`config.mk`:
```
export PLATFORM = sky130hd
export DESIGN_NAME = sde_engine
export DESIGN_NICKNAME = d
export VERILOG_FILES = /design/src/logic/sde_pkg.sv /design/src/logic/sde_engine.sv
export SDC_FILE = /design/constraint.sdc
export NUM_CORES = 1
export LEC_CHECK = 0
export BUFFER_PORTS_ARGS = -buffer_cell sky130_fd_sc_hd__buf_4
export CORE_MARGIN = 2
export CORE_UTILIZATION = 45
export CTS_CLUSTER_SIZE = 16
export DETAILED_ROUTE_END_ITERATION = 16
export PLACE_DENSITY = 0.7
export SYNTH_ARGS = -nofsm -noshare
export SYNTH_HDL_FRONTEND = slang
export SYNTH_SLANG_ARGS = --single-unit
```
`constraint.sdc`:
```
create_clock -name clock -period 12.15 [get_ports clock]
set_input_delay 0.6075 -clock clock [delete_from_list [all_inputs] [get_ports clock]]
set_output_delay 0.6075 -clock clock [all_outputs]
set_load 0.05 [all_outputs]
```
`src/logic/sde_pkg.sv`:
```
//****************************************************************
// Purpose: Constants and types of the descriptor engine
// Assumes: 16-bit shared memory words, 40 MHz clock
// Notes:   Notes on behaviour listed below
//****************************************************************
// Notes on behaviour
// - Fetch descriptor words for addressed subaddress
// - Function bits enable when one
// - Bit 10 illegalizes broadcast receive commands
// - Bit 9 illegalizes subaddress, illegal interrupt
// - Bit 8 interrupts before descriptor update
// - Bit 7 interrupts when index reaches zero
// - Index decrements per message, stops zero
// - Errored messages also decrement index
// - Status words at pointer, pointer plus one
// - Index zero holds status list pointer
// - Errored message still writes status word
// - Data words stored consecutively from pointer
// - Good message advances data list pointer
// - Errored message keeps data list pointer
// - Index zero keeps data list pointer
// - Fourth descriptor word never touched
// - Status bit 15 is subsystem fail
// - Status bit 14 marks broadcast message
// - Status bit 13 flags invalid message
// - Word count field; surplus dropped, short flagged
// - Time tag in 64 us steps
// - Receive, transmit descriptor per subaddress, sequential
// - Update order: status, data, status ptr, control
package sde_pkg;

  // ****************************************************
  // Memory and descriptor layout
  // ****************************************************
  localparam int AW          = 16;    // Memory address width
  localparam int DW          = 16;    // Memory data width
  localparam logic [1:0] OFF_CTL = 2'h0;  // Control word
  localparam logic [1:0] OFF_MSL = 2'h1;  // Status list pointer
  localparam logic [1:0] OFF_DLP = 2'h2;  // Data list pointer

  // Control word fields
  localparam int CW_ILL_BC   = 10;    // Illegal broadcast
  localparam int CW_ILL      = 9;     // Illegal subaddress
  localparam int CW_INT_CMD  = 8;     // Interrupt per command
  localparam int CW_INT_IDX  = 7;     // Interrupt at index zero
  localparam int IDX_W       = 7;     // Index width

  // Message status word fields
  localparam int SW_SSF      = 15;
  localparam int SW_BC       = 14;
  localparam int SW_ERR      = 13;
  localparam int WC_W        = 5;     // Word count field width
  localparam int TAG_W       = 8;     // Time tag width
  localparam logic [5:0] WC_FULL = 6'h20; // Count field zero = 32

  // ****************************************************
  // Timing
  // ****************************************************
  localparam int CLK_MHZ     = 40;
  localparam int TAG_STEP_NS = 64000; // 64 us tag resolution
  localparam int TAG_CYC     = TAG_STEP_NS * CLK_MHZ / 1000;

  // ****************************************************
  // Register port map
  // ****************************************************
  localparam int RA_W              = 2;
  localparam logic [1:0] REG_CTRL  = 2'h0; // Control
  localparam logic [1:0] REG_STAT  = 2'h1; // Engine state
  localparam logic [1:0] REG_TTAG  = 2'h2; // Time tag
  localparam int CTRL_ILL_IE = 0;     // Illegal interrupt enable
  localparam int CTRL_SSF    = 1;     // Force subsystem fail

  // ****************************************************
  // Types
  // ****************************************************
  typedef struct packed {
    logic            valid;  // Command taken this cycle
    logic [4:0]      subaddr;
    logic            xmit;   // Transmit command
    logic            bcast;  // Broadcast command
    logic [WC_W-1:0] wcount; // Word count field
  } sde_cmd_t;

  typedef struct packed {
    logic          req;      // Access this cycle
    logic          we;       // Write
    logic [AW-1:0] addr;
    logic [DW-1:0] wdata;
  } sde_mem_t;

  typedef enum logic [3:0] {
    ST_IDLE   = 4'h0,
    ST_RD_CTL = 4'h1,
    ST_RD_MSL = 4'h2,
    ST_RD_DLP = 4'h3,
    ST_CHECK  = 4'h4,
    ST_XFER   = 4'h5,
    ST_NOTIFY = 4'h6,
    ST_WR_STS = 4'h7,
    ST_WR_DLP = 4'h8,
    ST_WR_MSL = 4'h9,
    ST_WR_CTL = 4'hA
  } sde_state_t;

endpackage : sde_pkg

```
`src/logic/sde_engine.sv`:
```
//****************************************************************
// Purpose: Remote terminal subaddress descriptor engine
// Assumes: Memory answers a read in the next cycle, never waits
// Notes:   All outputs are registered
//****************************************************************
//
// Chosen here: the register addresses and strobed register access.
module sde_engine #(
  parameter logic [15:0] DESC_BASE = 16'h0000 // Descriptor space
) (
  input  wire logic                    clock,
  input  wire logic                    rst,
  input  wire sde_pkg::sde_cmd_t       cmd,
  input  wire logic                    rx_valid,
  input  wire logic [sde_pkg::DW-1:0]  rx_data,
  input  wire logic                    tx_req,
  input  wire logic                    msg_done,
  input  wire logic                    msg_err,
  input  wire logic                    subsystem_fail_input,
  output sde_pkg::sde_mem_t            mem,
  input  wire logic [sde_pkg::DW-1:0]  mem_rdata,
  output logic                         tx_valid,
  output logic [sde_pkg::DW-1:0]       tx_data,
  output logic                         msg_error_bit,
  output logic                         int_cmd,
  output logic                         int_index,
  output logic                         int_illegal,
  output logic                         busy,
  input  wire logic [sde_pkg::RA_W-1:0] reg_addr,
  input  wire logic [sde_pkg::DW-1:0]  reg_wdata,
  input  wire logic                    reg_wr,
  input  wire logic                    reg_rd,
  output logic [sde_pkg::DW-1:0]       reg_rdata
);

  // ****************************************************
  // Elaboration check
  // ****************************************************
  if (DESC_BASE[6:0] != 7'h00) begin : g_chk
    $error("Descriptor base must be 128-word aligned");
  end

  // ****************************************************
  // Storage
  // ****************************************************
  sde_pkg::sde_state_t            state;     // Engine state
  sde_pkg::sde_cmd_t              cur;       // Command in service
  logic [sde_pkg::DW-1:0]         ctl;       // Control word
  logic [sde_pkg::AW-1:0]         msl;       // Status list pointer
  logic [sde_pkg::AW-1:0]         dlp;       // Data list pointer
  logic [sde_pkg::AW-1:0]         dbase;     // Descriptor address
  logic [5:0]                     cnt;       // Words seen
  logic                           err;       // Message invalid
  logic                           ssf_seen;  // Fail seen since status write
  logic                           rd_pend;   // Transmit read out
  logic [1:0]                     ctrl;      // Control register
  logic [sde_pkg::TAG_W-1:0]      ttag;      // Time tag
  logic [11:0]                    tdiv;      // Tag prescaler

  // ****************************************************
  // Decoding
  // ****************************************************
  // Word count with zero meaning thirty-two
  function automatic logic [5:0] full_wc(
    input logic [sde_pkg::WC_W-1:0] f);
    full_wc = (f == '0) ? sde_pkg::WC_FULL : {1'b0, f};
  endfunction : full_wc

  // Address of one word of the current descriptor
  function automatic logic [sde_pkg::AW-1:0] dword(
    input logic [sde_pkg::AW-1:0] b, input logic [1:0] o);
    dword = b | {14'h0000, o};
  endfunction : dword

  wire [5:0] wc_n = full_wc(cur.wcount);     // Expected count
  wire [6:0] idx  = ctl[sde_pkg::IDX_W-1:0]; // Current index
  wire       idx0 = (idx == 7'h00);
  wire ill_bc = ctl[sde_pkg::CW_ILL_BC] & cur.bcast & ~cur.xmit;
  wire ill = ctl[sde_pkg::CW_ILL] | ill_bc;
  wire err_now = err | msg_err | (cnt != wc_n);
  wire [6:0] next_idx = idx0 ? 7'h00 : idx - 7'h01;
  wire [sde_pkg::AW-1:0] next_msl =
    idx0 ? msl : msl + 16'h0001; // hold at zero
  wire [sde_pkg::AW-1:0] next_dlp =
    (err | idx0) ? dlp : dlp + {10'h000, wc_n}; // hold
  wire [sde_pkg::AW-1:0] cmd_base =
    DESC_BASE + {8'h00, cmd.subaddr, cmd.xmit, 2'b00};
  wire [sde_pkg::DW-1:0] status_word = {
    ssf_seen | ctrl[sde_pkg::CTRL_SSF], cur.bcast, err,
    cur.wcount, ttag};
  wire tag_tick = (tdiv == 12'(sde_pkg::TAG_CYC - 1));
  wire in_xfer  = (state == sde_sm_xfer());
  wire rx_store = in_xfer & rx_valid & ~cur.xmit & (cnt < wc_n);
  wire tx_fetch = in_xfer & tx_req & cur.xmit & (cnt < wc_n);
  wire rd_hit   = (reg_addr == sde_pkg::REG_CTRL) |
                  (reg_addr == sde_pkg::REG_STAT) |
                  (reg_addr == sde_pkg::REG_TTAG);

  function automatic sde_pkg::sde_state_t sde_sm_xfer();
    sde_sm_xfer = sde_pkg::ST_XFER;
  endfunction : sde_sm_xfer

  // ****************************************************
  // Next state and memory request
  // ****************************************************
  sde_pkg::sde_state_t next_state;
  sde_pkg::sde_mem_t   next_mem;

  // Sequencer: descriptor fetch, transfer, update burst
  always_comb begin
    next_state = state;
    next_mem   = '0;
    unique case (state)
      sde_pkg::ST_IDLE: begin
        if (cmd.valid) begin
          next_mem   = '{1'b1, 1'b0,
                         dword(cmd_base, sde_pkg::OFF_CTL), '0};
          next_state = sde_pkg::ST_RD_CTL;
        end
      end
      sde_pkg::ST_RD_CTL: begin
        next_mem   = '{1'b1, 1'b0,
                       dword(dbase, sde_pkg::OFF_MSL), '0};
        next_state = sde_pkg::ST_RD_MSL;
      end
      sde_pkg::ST_RD_MSL: begin
        next_mem   = '{1'b1, 1'b0,
                       dword(dbase, sde_pkg::OFF_DLP), '0};
        next_state = sde_pkg::ST_RD_DLP;
      end
      sde_pkg::ST_RD_DLP: begin
        next_state = sde_pkg::ST_CHECK;
      end
      sde_pkg::ST_CHECK: begin
        next_state = ill ? sde_pkg::ST_IDLE : sde_pkg::ST_XFER;
      end
      sde_pkg::ST_XFER: begin
        if (rx_store) begin
          next_mem = '{1'b1, 1'b1, dlp + {10'h000, cnt}, rx_data};
        end else if (tx_fetch) begin
          next_mem = '{1'b1, 1'b0, dlp + {10'h000, cnt}, '0};
        end
        if (msg_done) begin
          next_state = sde_pkg::ST_NOTIFY;
        end
      end
      sde_pkg::ST_NOTIFY: begin
        // status word first, even on error
        next_mem   = '{1'b1, 1'b1, msl, status_word};
        next_state = sde_pkg::ST_WR_STS;
      end
      sde_pkg::ST_WR_STS: begin
        next_mem   = '{1'b1, 1'b1,
                       dword(dbase, sde_pkg::OFF_DLP), next_dlp};
        next_state = sde_pkg::ST_WR_DLP;
      end
      sde_pkg::ST_WR_DLP: begin
        next_mem   = '{1'b1, 1'b1,
                       dword(dbase, sde_pkg::OFF_MSL), next_msl};
        next_state = sde_pkg::ST_WR_MSL;
      end
      sde_pkg::ST_WR_MSL: begin
        next_mem   = '{1'b1, 1'b1, dword(dbase, sde_pkg::OFF_CTL),
                       {ctl[15:7], next_idx}};
        next_state = sde_pkg::ST_WR_CTL;
      end
      sde_pkg::ST_WR_CTL: begin
        next_state = sde_pkg::ST_IDLE;
      end
      default: begin
        next_state = sde_pkg::ST_IDLE;
      end
    endcase
  end

  // ****************************************************
  // Sequencer registers
  // ****************************************************
  // State and memory port
  always_ff @(posedge clock or posedge rst) begin
    if (rst) begin
      state <= sde_pkg::ST_IDLE;
      mem   <= '0;
      busy  <= 1'b0;
    end else begin
      state <= next_state;
      mem   <= next_mem;
      busy  <= (next_state != sde_pkg::ST_IDLE);
    end
  end

  // Command and descriptor capture
  always_ff @(posedge clock or posedge rst) begin
    if (rst) begin
      cur   <= '0;
      dbase <= '0;
      ctl   <= '0;
      msl   <= '0;
      dlp   <= '0;
    end else begin
      if (state == sde_pkg::ST_IDLE && cmd.valid) begin
        cur   <= cmd;
        dbase <= cmd_base;
      end
      if (state == sde_pkg::ST_RD_MSL) ctl <= mem_rdata;
      if (state == sde_pkg::ST_RD_DLP) msl <= mem_rdata;
      if (state == sde_pkg::ST_CHECK)  dlp <= mem_rdata;
    end
  end

  // Word counting and error accumulation
  always_ff @(posedge clock or posedge rst) begin
    if (rst) begin
      cnt <= '0;
      err <= 1'b0;
    end else if (state == sde_pkg::ST_CHECK) begin
      cnt <= '0;
      err <= 1'b0;
    end else if (in_xfer) begin
      if ((rx_valid & ~cur.xmit) | (tx_req & cur.xmit)) begin
        cnt <= (cnt == 6'h3F) ? cnt : cnt + 6'h01;
      end
      if (msg_done) err <= err_now;
    end
  end

  // Subsystem fail seen since the last status write; set beats clear
  always_ff @(posedge clock or posedge rst) begin
    if (rst) begin
      ssf_seen <= 1'b0;
    end else if (subsystem_fail_input) begin
      ssf_seen <= 1'b1;
    end else if (state == sde_pkg::ST_WR_STS) begin
      ssf_seen <= 1'b0;
    end
  end

  // Transmit data return, two cycles after the read
  always_ff @(posedge clock or posedge rst) begin
    if (rst) begin
      rd_pend  <= 1'b0;
      tx_valid <= 1'b0;
      tx_data  <= '0;
    end else begin
      rd_pend  <= mem.req & ~mem.we & in_xfer;
      tx_valid <= rd_pend;
      if (rd_pend) tx_data <= mem_rdata;
    end
  end

  // Message error bit and interrupt pulses
  always_ff @(posedge clock or posedge rst) begin
    if (rst) begin
      msg_error_bit <= 1'b0;
      int_cmd       <= 1'b0;
      int_index     <= 1'b0;
      int_illegal   <= 1'b0;
    end else begin
      if (state == sde_pkg::ST_IDLE && cmd.valid) begin
        msg_error_bit <= 1'b0;
      end else if (state == sde_pkg::ST_CHECK && ill) begin
        msg_error_bit <= 1'b1;
      end else if (in_xfer && msg_done && cnt < wc_n) begin
        msg_error_bit <= 1'b1;
      end
      int_illegal <= (state == sde_pkg::ST_CHECK) &
                     ctl[sde_pkg::CW_ILL] &
                     ctrl[sde_pkg::CTRL_ILL_IE];
      int_cmd <= in_xfer & msg_done & ctl[sde_pkg::CW_INT_CMD];
      int_index <= (state == sde_pkg::ST_WR_MSL) &
                   ctl[sde_pkg::CW_INT_IDX] & (idx == 7'h01);
    end
  end

  // ****************************************************
  // Time tag
  // ****************************************************
  // free counter in 64 us steps, wraps
  always_ff @(posedge clock or posedge rst) begin
    if (rst) begin
      tdiv <= '0;
      ttag <= '0;
    end else begin
      tdiv <= tag_tick ? 12'h000 : tdiv + 12'h001;
      if (tag_tick) ttag <= ttag + 8'h01;
    end
  end

  // ****************************************************
  // Register port
  // ****************************************************
  // Control write and one-cycle read answer
  always_ff @(posedge clock or posedge rst) begin
    if (rst) begin
      ctrl      <= '0;
      reg_rdata <= '0;
    end else begin
      if (reg_wr && reg_addr == sde_pkg::REG_CTRL) begin
        ctrl <= reg_wdata[1:0];
      end
      if (reg_rd && rd_hit) begin
        unique case (reg_addr)
          sde_pkg::REG_CTRL: reg_rdata <= {14'h0000, ctrl};
          sde_pkg::REG_STAT: reg_rdata <=
            {10'h000, msg_error_bit, busy, state};
          default:           reg_rdata <= {8'h00, ttag};
        endcase
      end else begin
        reg_rdata <= '0;
      end
    end
  end
endmodule : sde_engine

```
==> key figures, run 1 <==
Route
  – DRC viols: 0
  – Avg WL per Cell: 20.5 um
  – Vias/cell: 5.85
  – Starting DRT DRC Count: 630
  – Detailed Route WL: 22.8 mm
  – Metal-1 WL: 10.2 mm
  – DRT antenna net count: 0
  – 1st-pass router iterations: 6
  – Top sig layer: met4
  – Via count: 6493
  – Met3 wire length: 1.38 mm
  – Met2 wire length: 10.6 mm

Synth
  – Synthesized flop and latch total: 159
  – Top cell type's share of synthesized area: 48.2%
  – Commonest cells in the synthesized netlist: dfrtp_1 (159), mux2_2 (68), nand2_1 (62), o21ai_0 (39), nor2_1 (35)
  – Number of synthesized flops with an enable pin: 0
  – Synth unique cells: 71
  – Cells after synthesis: 763
  – Cell taking the most area after synthesis: dfrtp_1
  – Sequential share of the synthesized area: 48.2%
  – Main synth FF type: dfrtp_1
  – Warnings, synthesis: 0
  – Most frequent cell after synthesis: dfrtp_1
  – Synth area leaders: dfrtp_1 (48%), mux2_2 (9.3%), ha_1 (3.8%)
  – Syn avg cell area: 10.8 um^2
  – Post-Synthesis Cell Area: 0.00826 mm^2
  – Synth async-reset ratio: 100%

Power
  – IR drop worst, VDD: 0.148 mV
  – PwrDens: 268 mW/mm^2
  – Leak pwr: 4.46 nW

Timing
  – RSZ-0062 raised after global routing: false
  – Worst clock skew: 0.00844 ns
  – Final Setup Violations: 0
  – Worst slew pin tran: 1.03 ns
  – Hold_ws: 0.287 ns
  – Tcrit/Tclk final: 25.4%
  – Rel. slew slack: 31.0%
  – Fmax: 324 MHz
  – Final hold violation count: 0
  – Final setup TNS: 0 ns
  – Final worst path period need: 3.08 ns
  – Max Slew Vio Count: 0

Global routing
  – Largest net degree at the start of global routing: 86
  – Initial antenna violation count: 0
  – Gr usage total: 24.0%
  – Number of global-route vias before repair: 6346
  – First-pass GRT wire length: 35.8 mm
  – Total gr overflow: 0

Critical path
  – CP Launch Type: flop
  – Flop2flop setup slack: 9.07 ns
  – R2R Path Start: cur[0]
  – Critical Path AT: 3.35 ns
  – Worst path required time: 12.42 ns
  – Worst Setup End Kind: flop
  – Worst r2r path cells: 7
  – Kind of critical path: flop to flop
  – Crit-path max FO: 17
  – R2r endpoint: mem[25]

Placement
  – IO Port Bufs: 121
  – GP Congestion: 0.964
  – HPWL Detailed: 16.3 mm
  – Placed Area: 0.00934 mm^2

Floorplan
  – I/O pin count: 144
  – Die height: 140 um
  – Starting Density: 46.0%
  – Std-Cell Rows: 49
  – Die width: 140 um
  – Area of the core: 0.0180 mm^2
  – Die ar.: 0.0195 mm^2

Hold path
  – Hold WC Path Type: input pin to async pin

Final layout
  – Final net count: 969
  – FILL cells: 1585
  – # diodes: 0
  – Cell area after layout: 0.00991 mm^2
  – Multi-input logic area: 0.00404 mm^2
  – Area growth syn-to-layout: 20.0%
  – Layout cell share with drive strength beyond 1: 27.6%
  – Post-layout util: 55.2%
  – FF+latch area: 0.00398 mm^2

Clocking
  – H-tree depth: 4
  – Resize count post-CTS: 0
  – Clk_lat worst skew: 0.44 ns
  – CTS Root Cell: clkbuf_16
  – Post-CTS Setup Bufs: 0
  – Clock tree sinks: 159
  – CTS buffer count: 17
  – CTS tree: yes
  – Cts hold-fix bufs: 0
  – Maximum clock path buffer count: 2
  – Clock Pin Slew Worst Setup and Hold Paths: 0.06 ns

Status
  – Status: finished, final reports clean

Job
  – Max Cap Viol: 0
==> metrics by stage <==
step	worst slack (ns)	power (W)	instances
after detailed placement	9.20	0.00212	1080
after floorplan	7.25	0.00175	770
after CTS	9.17	0.00265	1110
final	9.07	0.00266	1110
after global routing	9.04	0.00280	1110
after global placement	9.23	0.00210	1080
==> flip-flops by register name (all words and copies together), names as in the netlist, 2 cells and up <==
| name | cells |
|---|---|
| cur | 6 |
| tdiv | 12 |
| ctl | 16 |
| ctrl | 2 |
| msl | 16 |
| dlp | 16 |
| reg_rdata | 8 |
| mem | 34 |
| state | 4 |
| cnt | 6 |
| dbase | 6 |
| tx_data | 16 |
| ttag | 8 |
==> how the worst max path moves through the flow <==
stage / cells after the start / startpoint / to
2_1_floorplan: 1 / rst / busy
3_3_place_gp: 7 / cur[0] / mem[25]
3_5_place_dp: 7 / cur[0] / mem[25]
4_1_cts: 7 / cur[0] / mem[25]
5_1_grt: 7 / cur[0] / mem[25]
6_report: 7 / cur[0] / mem[25]
==> kinds of logic after synthesis <==
kind of cell,after synthesis,synth area share [%]
AO/OA/AOI/OAI,144,12.4
XOR/XNOR,61,6.47
adder cells (fa/ha/maj),27,4.27
buffers and inverters,66,3.54
flip-flops,159,48.2
multiplexers,75,10.1
other,1,0.0454
AND/OR/NAND/NOR,230,15.0
==> final cells by class <==
| type | instances | share of cell area (%) |
|---|---|---|
| inverter | 20 | 0.808 |
| tap | 229 | 2.89 |
| sequential | 159 | 40.1 |
| clock buffer | 20 | 4.61 |
| clock inverter | 10 | 1.16 |
| timing repair buffer | 127 | 9.62 |
| multi-input combinational | 545 | 40.8 |
==> layer usage <==
metal  vias to the layer above  GRT usage [%]
met5                         -              0
met4                         0           9.99
met3                        39           4.03
met2                       244           37.4
met1                      3216           33.5
li1                       2994              -
==> worst max-delay path, stage by stage, from the launching register on <==
cell and delay, ns:
dfrtp_1 0.48, nor3_1 0.21, nand2_1 0.10, ha_1 0.32
a21oi_1 0.25, nand2_1 0.13, or4_1 0.82, o21ai_0 0.59
==> cell usage in the layout, fill, tap and decap left out, types with 3 or more instances in the layout <==
| cell | instances |
|---|---|
| dfrtp_1 | 159 |
| buf_4 | 127 |
| mux2_2 | 68 |
| nand2_1 | 62 |
| o21ai_0 | 39 |
| nor2_1 | 35 |
| xor2_1 | 34 |
| xnor2_1 | 27 |
| nand3_1 | 25 |
| ha_1 | 25 |
| a21oi_1 | 20 |
| inv_1 | 19 |
| nand4_1 | 19 |
| clkbuf_16 | 17 |
| nor2b_1 | 14 |
| nor3_1 | 14 |
| a222oi_1 | 14 |
| and3_1 | 13 |
| o211ai_1 | 12 |
| a22oi_1 | 8 |
| conb_1 | 8 |
| mux2i_1 | 7 |
| a211oi_1 | 7 |
| o221ai_1 | 7 |
| and2_1 | 6 |
| and4_1 | 6 |
| nor4_1 | 6 |
| a21o_1 | 5 |
| or4_1 | 4 |
| nand2b_1 | 3 |
| nor3b_1 | 3 |
| a221oi_1 | 3 |
| clkinv_2 | 3 |
| clkinvlp_4 | 3 |
==> power breakdown <==
group,switching [W],internal [W]
clock,0.000214,0.000310
combinational,0.000710,0.000462
sequential,0.000248,0.000714
Note: power is estimated with default switching activity, not from simulation.
==> run 2: changes to the inputs <==
--- a/config.mk
+++ b/config.mk
@@ -10,7 +10,7 @@
 export CORE_UTILIZATION = 45
 export CTS_CLUSTER_SIZE = 16
 export DETAILED_ROUTE_END_ITERATION = 16
-export PLACE_DENSITY = 0.7
+export PLACE_DENSITY = 0.73
 export SYNTH_ARGS = -nofsm -noshare
 export SYNTH_HDL_FRONTEND = slang
 export SYNTH_SLANG_ARGS = --single-unit
==> constraint.sdc (replaced) <==
create_clock -name clock -period 2.8 [get_ports clock]
set_input_delay 0.14 -clock clock [delete_from_list [all_inputs] [get_ports clock]]
set_output_delay 0.14 -clock clock [all_outputs]
set_load 0.05 [all_outputs]
==> run 2 against run 1 <==
Power rose to 4.5 times the previous value. Combinational power rose to 4.6 times the previous value. Die area unchanged. Worst setup slack worse by 8.8 ns. Count of clock-buffer cells in the layout unchanged. First-iteration DRC count down 0.16%. Design area up 6.1%. Critical path depth up 2. Wire length up 2.6%. Fmax up 21%. Sequential share of layout area down 2.3 points. Largest power group unchanged.
==> key figures, run 2 (synthesized netlist as in run 1, its figures left out) <==
Route
  – Detailed Route WL: 23.4 mm
  – Avg WL per Cell: 20.0 um
  – Starting DRT DRC Count: 629
  – DRC viols: 0
  – 1st-pass router iterations: 5
  – Via count: 6775
  – Vias/cell: 5.80
  – DRT antenna net count: 0

Timing
  – Tcrit/Tclk final: 90.9%
  – Rel. slew slack: 38.5%
  – Fmax: 393 MHz
  – RSZ-0062 raised after global routing: false
  – Final worst path period need: 2.55 ns
  – Max Slew Vio Count: 0
  – Worst slew pin tran: 0.923 ns
  – Final setup TNS: 0 ns
  – Final Setup Violations: 0
  – Worst clock skew: 0.00651 ns
  – Final hold violation count: 0
  – Post-route setup slack: 0.254 ns

Global routing
  – M1 GR Usage: 33.7%
  – First-pass GRT wire length: 36.7 mm
  – Number of global-route vias before repair: 6653
  – Met2 GRT Util: 37.5%
  – Initial antenna violation count: 0
  – Total gr overflow: 0
  – Met3 Resource Use GR: 5.99%
  – Gr usage total: 24.3%
  – GRT busiest layer: met2
  – Largest net degree at the start of global routing: 99

Clocking
  – CTS buffer count: 17
  – Maximum clock path buffer count: 2
  – Cts hold-fix bufs: 40
  – Clock Pin Slew Worst Setup and Hold Paths: 0.06 ns
  – CTS Root Cell: clkbuf_16
  – Post-CTS Setup Bufs: 0
  – Clk_lat worst skew: 0.42 ns
  – Resize count post-CTS: 0
  – CTS tree: yes
  – H-tree depth: 4
  – Clock tree sinks: 159

Floorplan
  – Std-Cell Rows: 49
  – Die height: 140 um
  – Area of the core: 0.0180 mm^2
  – I/O pin count: 144
  – Die ar.: 0.0195 mm^2
  – Die width: 140 um
  – Starting Density: 46.0%

Critical path
  – Worst Setup End Kind: flop
  – Slowest CP cell: dfrtp_1
  – Critical Path AT: 2.82 ns
  – R2r endpoint: mem[15]
  – R2R Path Start: cur[2]
  – CP Launch Type: flop
  – Kind of critical path: flop to flop
  – Worst r2r path cells: 9
  – Crit path largest cell delay: 0.47 ns
  – Flop2flop setup slack: 0.25 ns
  – Crit-path cells: nor3_1 > nand2_1 > inv_1 > ha_1 > o21ai_0 > a211oi_1 > o311ai_0 > mux2i_1 > o211ai_1
  – Crit-path max FO: 4
  – Worst path required time: 3.07 ns

Final layout
  – Final Non-Filler Cells: 1169
  – Final net count: 1028
  – Max reg flops: 34
  – Most common cell after layout, fill and taps aside: dfrtp_1
  – Layout cell share with drive strength beyond 1: 27.9%
  – Register with the highest flop count: mem
  – # diodes: 0
  – Area growth syn-to-layout: 27.3%
  – Commonest non-fill, non-tap cells in the layout: dfrtp_1 (159), buf_4 (144), mux2_2 (68)

Status
  – Status: finished, final reports clean

Placement
  – Placed cells: 1099
  – IO Port Bufs: 121
  – GP Congestion: 0.933
  – HPWL Detailed: 16.9 mm
  – Dpl ws: 0.339 ns

Hold path
  – Hold WC Path Type: input pin to flop
  – Hold path start: rx_data[15]
  – Hold Path Stages: 3
  – Hold Path End: mem[15]

Power
  – PwrDens: 1130 mW/mm^2
  – IR drop worst, VDD: 0.763 mV
  – Leak pwr: 4.76 nW

Job
  – Max Cap Viol: 0
## run 2: stage by stage
step / hold slack [ns] / total power (W) / util [%] / cell area (um^2)
after global routing: 0.0145 / 0.0126 / 58.6 / 10500
final: 0.0184 / 0.0119 / 58.6 / 10500
after detailed placement: 0.293 / 0.00937 / 52.9 / 9500
after CTS: 0.00929 / 0.0119 / 58.6 / 10500
after floorplan: 0.232 / 0.00761 / - / 8290
after global placement: 0.296 / 0.00925 / 52.9 / 9500
## run 2: layer usage
metal / routed length (um) / up-vias
li1: - / 3111
met1: 10200 / 3351
met2: 10700 / 277
met3: 1900 / 36
met4: 522 / 0
met5: 0 / -
## run 2: layout make-up
cell class	count	area [um^2]
clock buffers	20	457
clock inverters	10	163
fillers	1543	7440
inverters	20	78.8
multi-input cells	545	4040
flip-flops and latches	159	3980
well taps	229	287
repair buffers	186	1520
## run 2: worst max path at each step
stage / startpoint / cells past startpoint / to
after floorplan: cur[0] / 9 / mem[18]
after global placement: ctl[0] / 7 / mem[6]
after detailed placement: cur[2] / 8 / mem[25]
after CTS: cur[2] / 8 / mem[22]
after global routing: cur[2] / 9 / mem[15]
final: cur[2] / 9 / mem[15]
## run 2: worst max-delay path, delay by kind of cell (launching register included)
| kind | cells | cell delay [ns] |
|---|---|---|
| flops | 1 | 0.47 |
| simple gates | 2 | 0.17 |
| compound gates | 4 | 1.12 |
| mux | 1 | 0.25 |
| buf+inv | 1 | 0.05 |
| fa+ha+maj | 1 | 0.34 |
## run 2: power by group
part | switching [W] | internal (W) | total, W
Sequential | 0.000993 | 0.00310 | 0.00410
Combinational | 0.00323 | 0.00215 | 0.00538
Clock | 0.000914 | 0.00153 | 0.00244
Total | 0.00514 | 0.00678 | 0.0119
==> run 3: changes to the inputs <==
--- a/config.mk
+++ b/config.mk
@@ -10,7 +10,7 @@
 export CORE_UTILIZATION = 45
 export CTS_CLUSTER_SIZE = 16
 export DETAILED_ROUTE_END_ITERATION = 16
-export PLACE_DENSITY = 0.73
+export PLACE_DENSITY_LB_ADDON = 0.15
 export SYNTH_ARGS = -nofsm -noshare
 export SYNTH_HDL_FRONTEND = slang
 export SYNTH_SLANG_ARGS = --single-unit
==> run 3 against run 2 <==
Non-clock buffer count grew 8. First-iteration DRC count fell by 21%. Core utilization rose by 0.60 points. Design area grew 1.0%. Register-to-register slack got worse by 0.05 ns. Sequential share of layout area down 0.38 points. Final cell count is 0.77% higher. Flip-flop and latch count did not move. Fmax down 1.8%. Wire length rose by 8.0%. Critical path type unchanged. Largest power group unchanged.
==> key figures, run 3 (synthesized netlist as in run 1, its figures left out) <==
Floorplan
  – Starting Density: 46.0%
  – Std-Cell Rows: 49
  – Die width: 140 um
  – I/O pin count: 144
  – Area of the core: 0.0180 mm^2
  – Die height: 140 um
  – Die ar.: 0.0195 mm^2

Route
  – 1st-pass router iterations: 5
  – Via count: 6806
  – DRC viols: 0
  – Avg WL per Cell: 21.4 um
  – Starting DRT DRC Count: 499
  – DRT antenna net count: 0
  – Vias/cell: 5.78
  – Detailed Route WL: 25.2 mm

Global routing
  – Initial antenna violation count: 0
  – Number of global-route vias before repair: 6917
  – Total gr overflow: 0
  – First-pass GRT wire length: 39.4 mm
  – Largest net degree at the start of global routing: 75
  – Gr usage total: 26.3%

Critical path
  – Slowest CP cell: a2111oi_2
  – Worst Setup End Kind: flop
  – R2R Path Start: cur[2]
  – Worst path required time: 3.11 ns
  – Crit path largest cell delay: 0.63 ns
  – CP Launch Type: flop
  – Flop2flop setup slack: 0.21 ns
  – R2r endpoint: mem[10]
  – Crit-path cells: nor3_1 > nand2_1 > inv_1 > ha_1 > o21ai_0 > a2111oi_2 > nand4_1 > xor2_1 > o221ai_1
  – Critical Path AT: 2.90 ns
  – Kind of critical path: flop to flop
  – Crit-path max FO: 4
  – Worst r2r path cells: 9

Power
  – Clock Power Share: 21.3%
  – Seq pwr share: 34.3%
  – Comb power frac: 44.4%
  – PwrDens: 1150 mW/mm^2
  – Sw Pwr: 0.00531 W
  – Int Power: 0.00692 W
  – Leak pwr: 4.81 nW
  – Final Power: 0.0122 W
  – Sw Share: 43.4%
  – IR drop worst, VDD: 0.687 mV

Timing
  – Fmax: 386 MHz
  – Final worst path period need: 2.59 ns
  – Rel. slew slack: 30.4%
  – RSZ-0062 raised after global routing: false
  – Worst clock skew: 0.0135 ns
  – Final setup TNS: 0 ns
  – Final hold violation count: 0
  – Max Slew Vio Count: 0
  – Final Setup Violations: 0
  – Tcrit/Tclk final: 92.6%
  – Worst slew pin tran: 1.04 ns

Clocking
  – H-tree depth: 4
  – Maximum clock path buffer count: 2
  – Clock Pin Slew Worst Setup and Hold Paths: 0.06 ns
  – Clock tree sinks: 159
  – CTS tree: yes
  – Clk_lat worst skew: 0.43 ns
  – CTS buffer count: 17
  – CTS Root Cell: clkbuf_16
  – Post-CTS Setup Bufs: 0

Status
  – Status: finished, final reports clean

Final layout
  – Area growth syn-to-layout: 28.6%
  – Register with the highest flop count: mem
  – Commonest non-fill, non-tap cells in the layout: dfrtp_1 (159), buf_4 (149), mux2_2 (68)
  – Cell area after layout: 0.0106 mm^2
  – Final net count: 1036
  – Max reg flops: 34
  – # diodes: 0
  – Final Non-Filler Cells: 1178
  – Most common cell after layout, fill and taps aside: dfrtp_1
  – Layout cell share with drive strength beyond 1: 28.2%
  – FILL cells: 1554

Placement
  – IO Port Bufs: 121
  – Placed Area: 0.00954 mm^2
  – HPWL Detailed: 18.6 mm
  – GP Congestion: 0.920
  – Placed cells: 1104

Job
  – Max Cap Viol: 0

Hold path
  – Hold Path End: mem[7]
  – Hold path start: rx_data[7]
  – Hold Path Stages: 3
  – Hold WC Path Type: input pin to flop
## run 3: cell count changes in the layout (fill, tap and decap cells not counted), moves of 2 or more
| cell | previous run | this run |
|---|---|---|
| buf_4 | 144 | 149 |
| dlygate4sd3_1 | 40 | 43 |
| clkinv_2 | 2 | 0 |
| inv_6 | 0 | 2 |
## run 3: layout make-up
type | instances | area [um^2] | share of cell area, %
Multi-Input combinational cell | 545 | 4040 | 38.0
Sequential cell | 159 | 3980 | 37.4
Clock buffer | 20 | 457 | 4.30
Tap cell | 229 | 287 | 2.70
Timing Repair Buffer | 194 | 1590 | 14.9
Inverter | 20 | 78.8 | 0.742
Clock inverter | 11 | 203 | 1.91
## run 3: power groups by stage
| stage | logic (W) | clock network [W] | registers, W |
|---|---|---|---|
| global route | 0.00583 | 0.00275 | 0.00429 |
| finish | 0.00543 | 0.00261 | 0.00419 |
| global placement | 0.00526 | 0 | 0.00417 |
| CTS | 0.00541 | 0.00265 | 0.00416 |
| floorplan | 0.00291 | 0 | 0.00471 |
| detailed placement | 0.00532 | 0 | 0.00419 |
## run 3: per-layer routing
| layer | track usage (%) | wire, um | up-vias |
|---|---|---|---|
| li1 | - | - | 3128 |
| met1 | 37.2 | 11600 | 3417 |
| met2 | 41.3 | 11600 | 223 |
| met3 | 4.99 | 1430 | 38 |
| met4 | 8.51 | 590 | 0 |
| met5 | 0 | 0 | - |
## run 3: critical path: cells and delay by family, from the launching register on
family | cells | cell delay, ns
adders and majority gates | 1 | 0.34
DFF | 1 | 0.48
buffers and inverters | 1 | 0.05
AOI/OAI and AO/OA | 3 | 1.07
xor gates and xnor gates | 1 | 0.17
and+or+nand+nor | 3 | 0.36
## run 3: what timing repair did
action / in CTS / in global routing
hold endpoints to repair: 123 / 0
hold buffers: 43 / 0
gates resized for setup: 0 / 0
## run 3: metrics by stage
step | setup WS, ns | hold slack [ns] | utilization [%]
floorplan | 0.628 | 0.232 | -
global placement | 0.310 | 0.274 | 53.1
detailed placement | 0.280 | 0.278 | 53.1
CTS | 0.263 | 0.00647 | 59.2
global route | 0.0820 | 0.0203 | 59.2
finish | 0.207 | 0.0215 | 59.2
## run 3: worst max-delay path by stage
stage / startpoint / to / slack (ns) / depth (start not counted)
floorplan: cur[0] / mem[18] / 0.63 / 9
global placement: cur[2] / mem[10] / 0.31 / 9
detailed placement: cur[2] / mem[10] / 0.28 / 9
CTS: cur[2] / mem[10] / 0.26 / 9
global route: cur[2] / mem[15] / 0.08 / 9
finish: cur[2] / mem[10] / 0.21 / 9
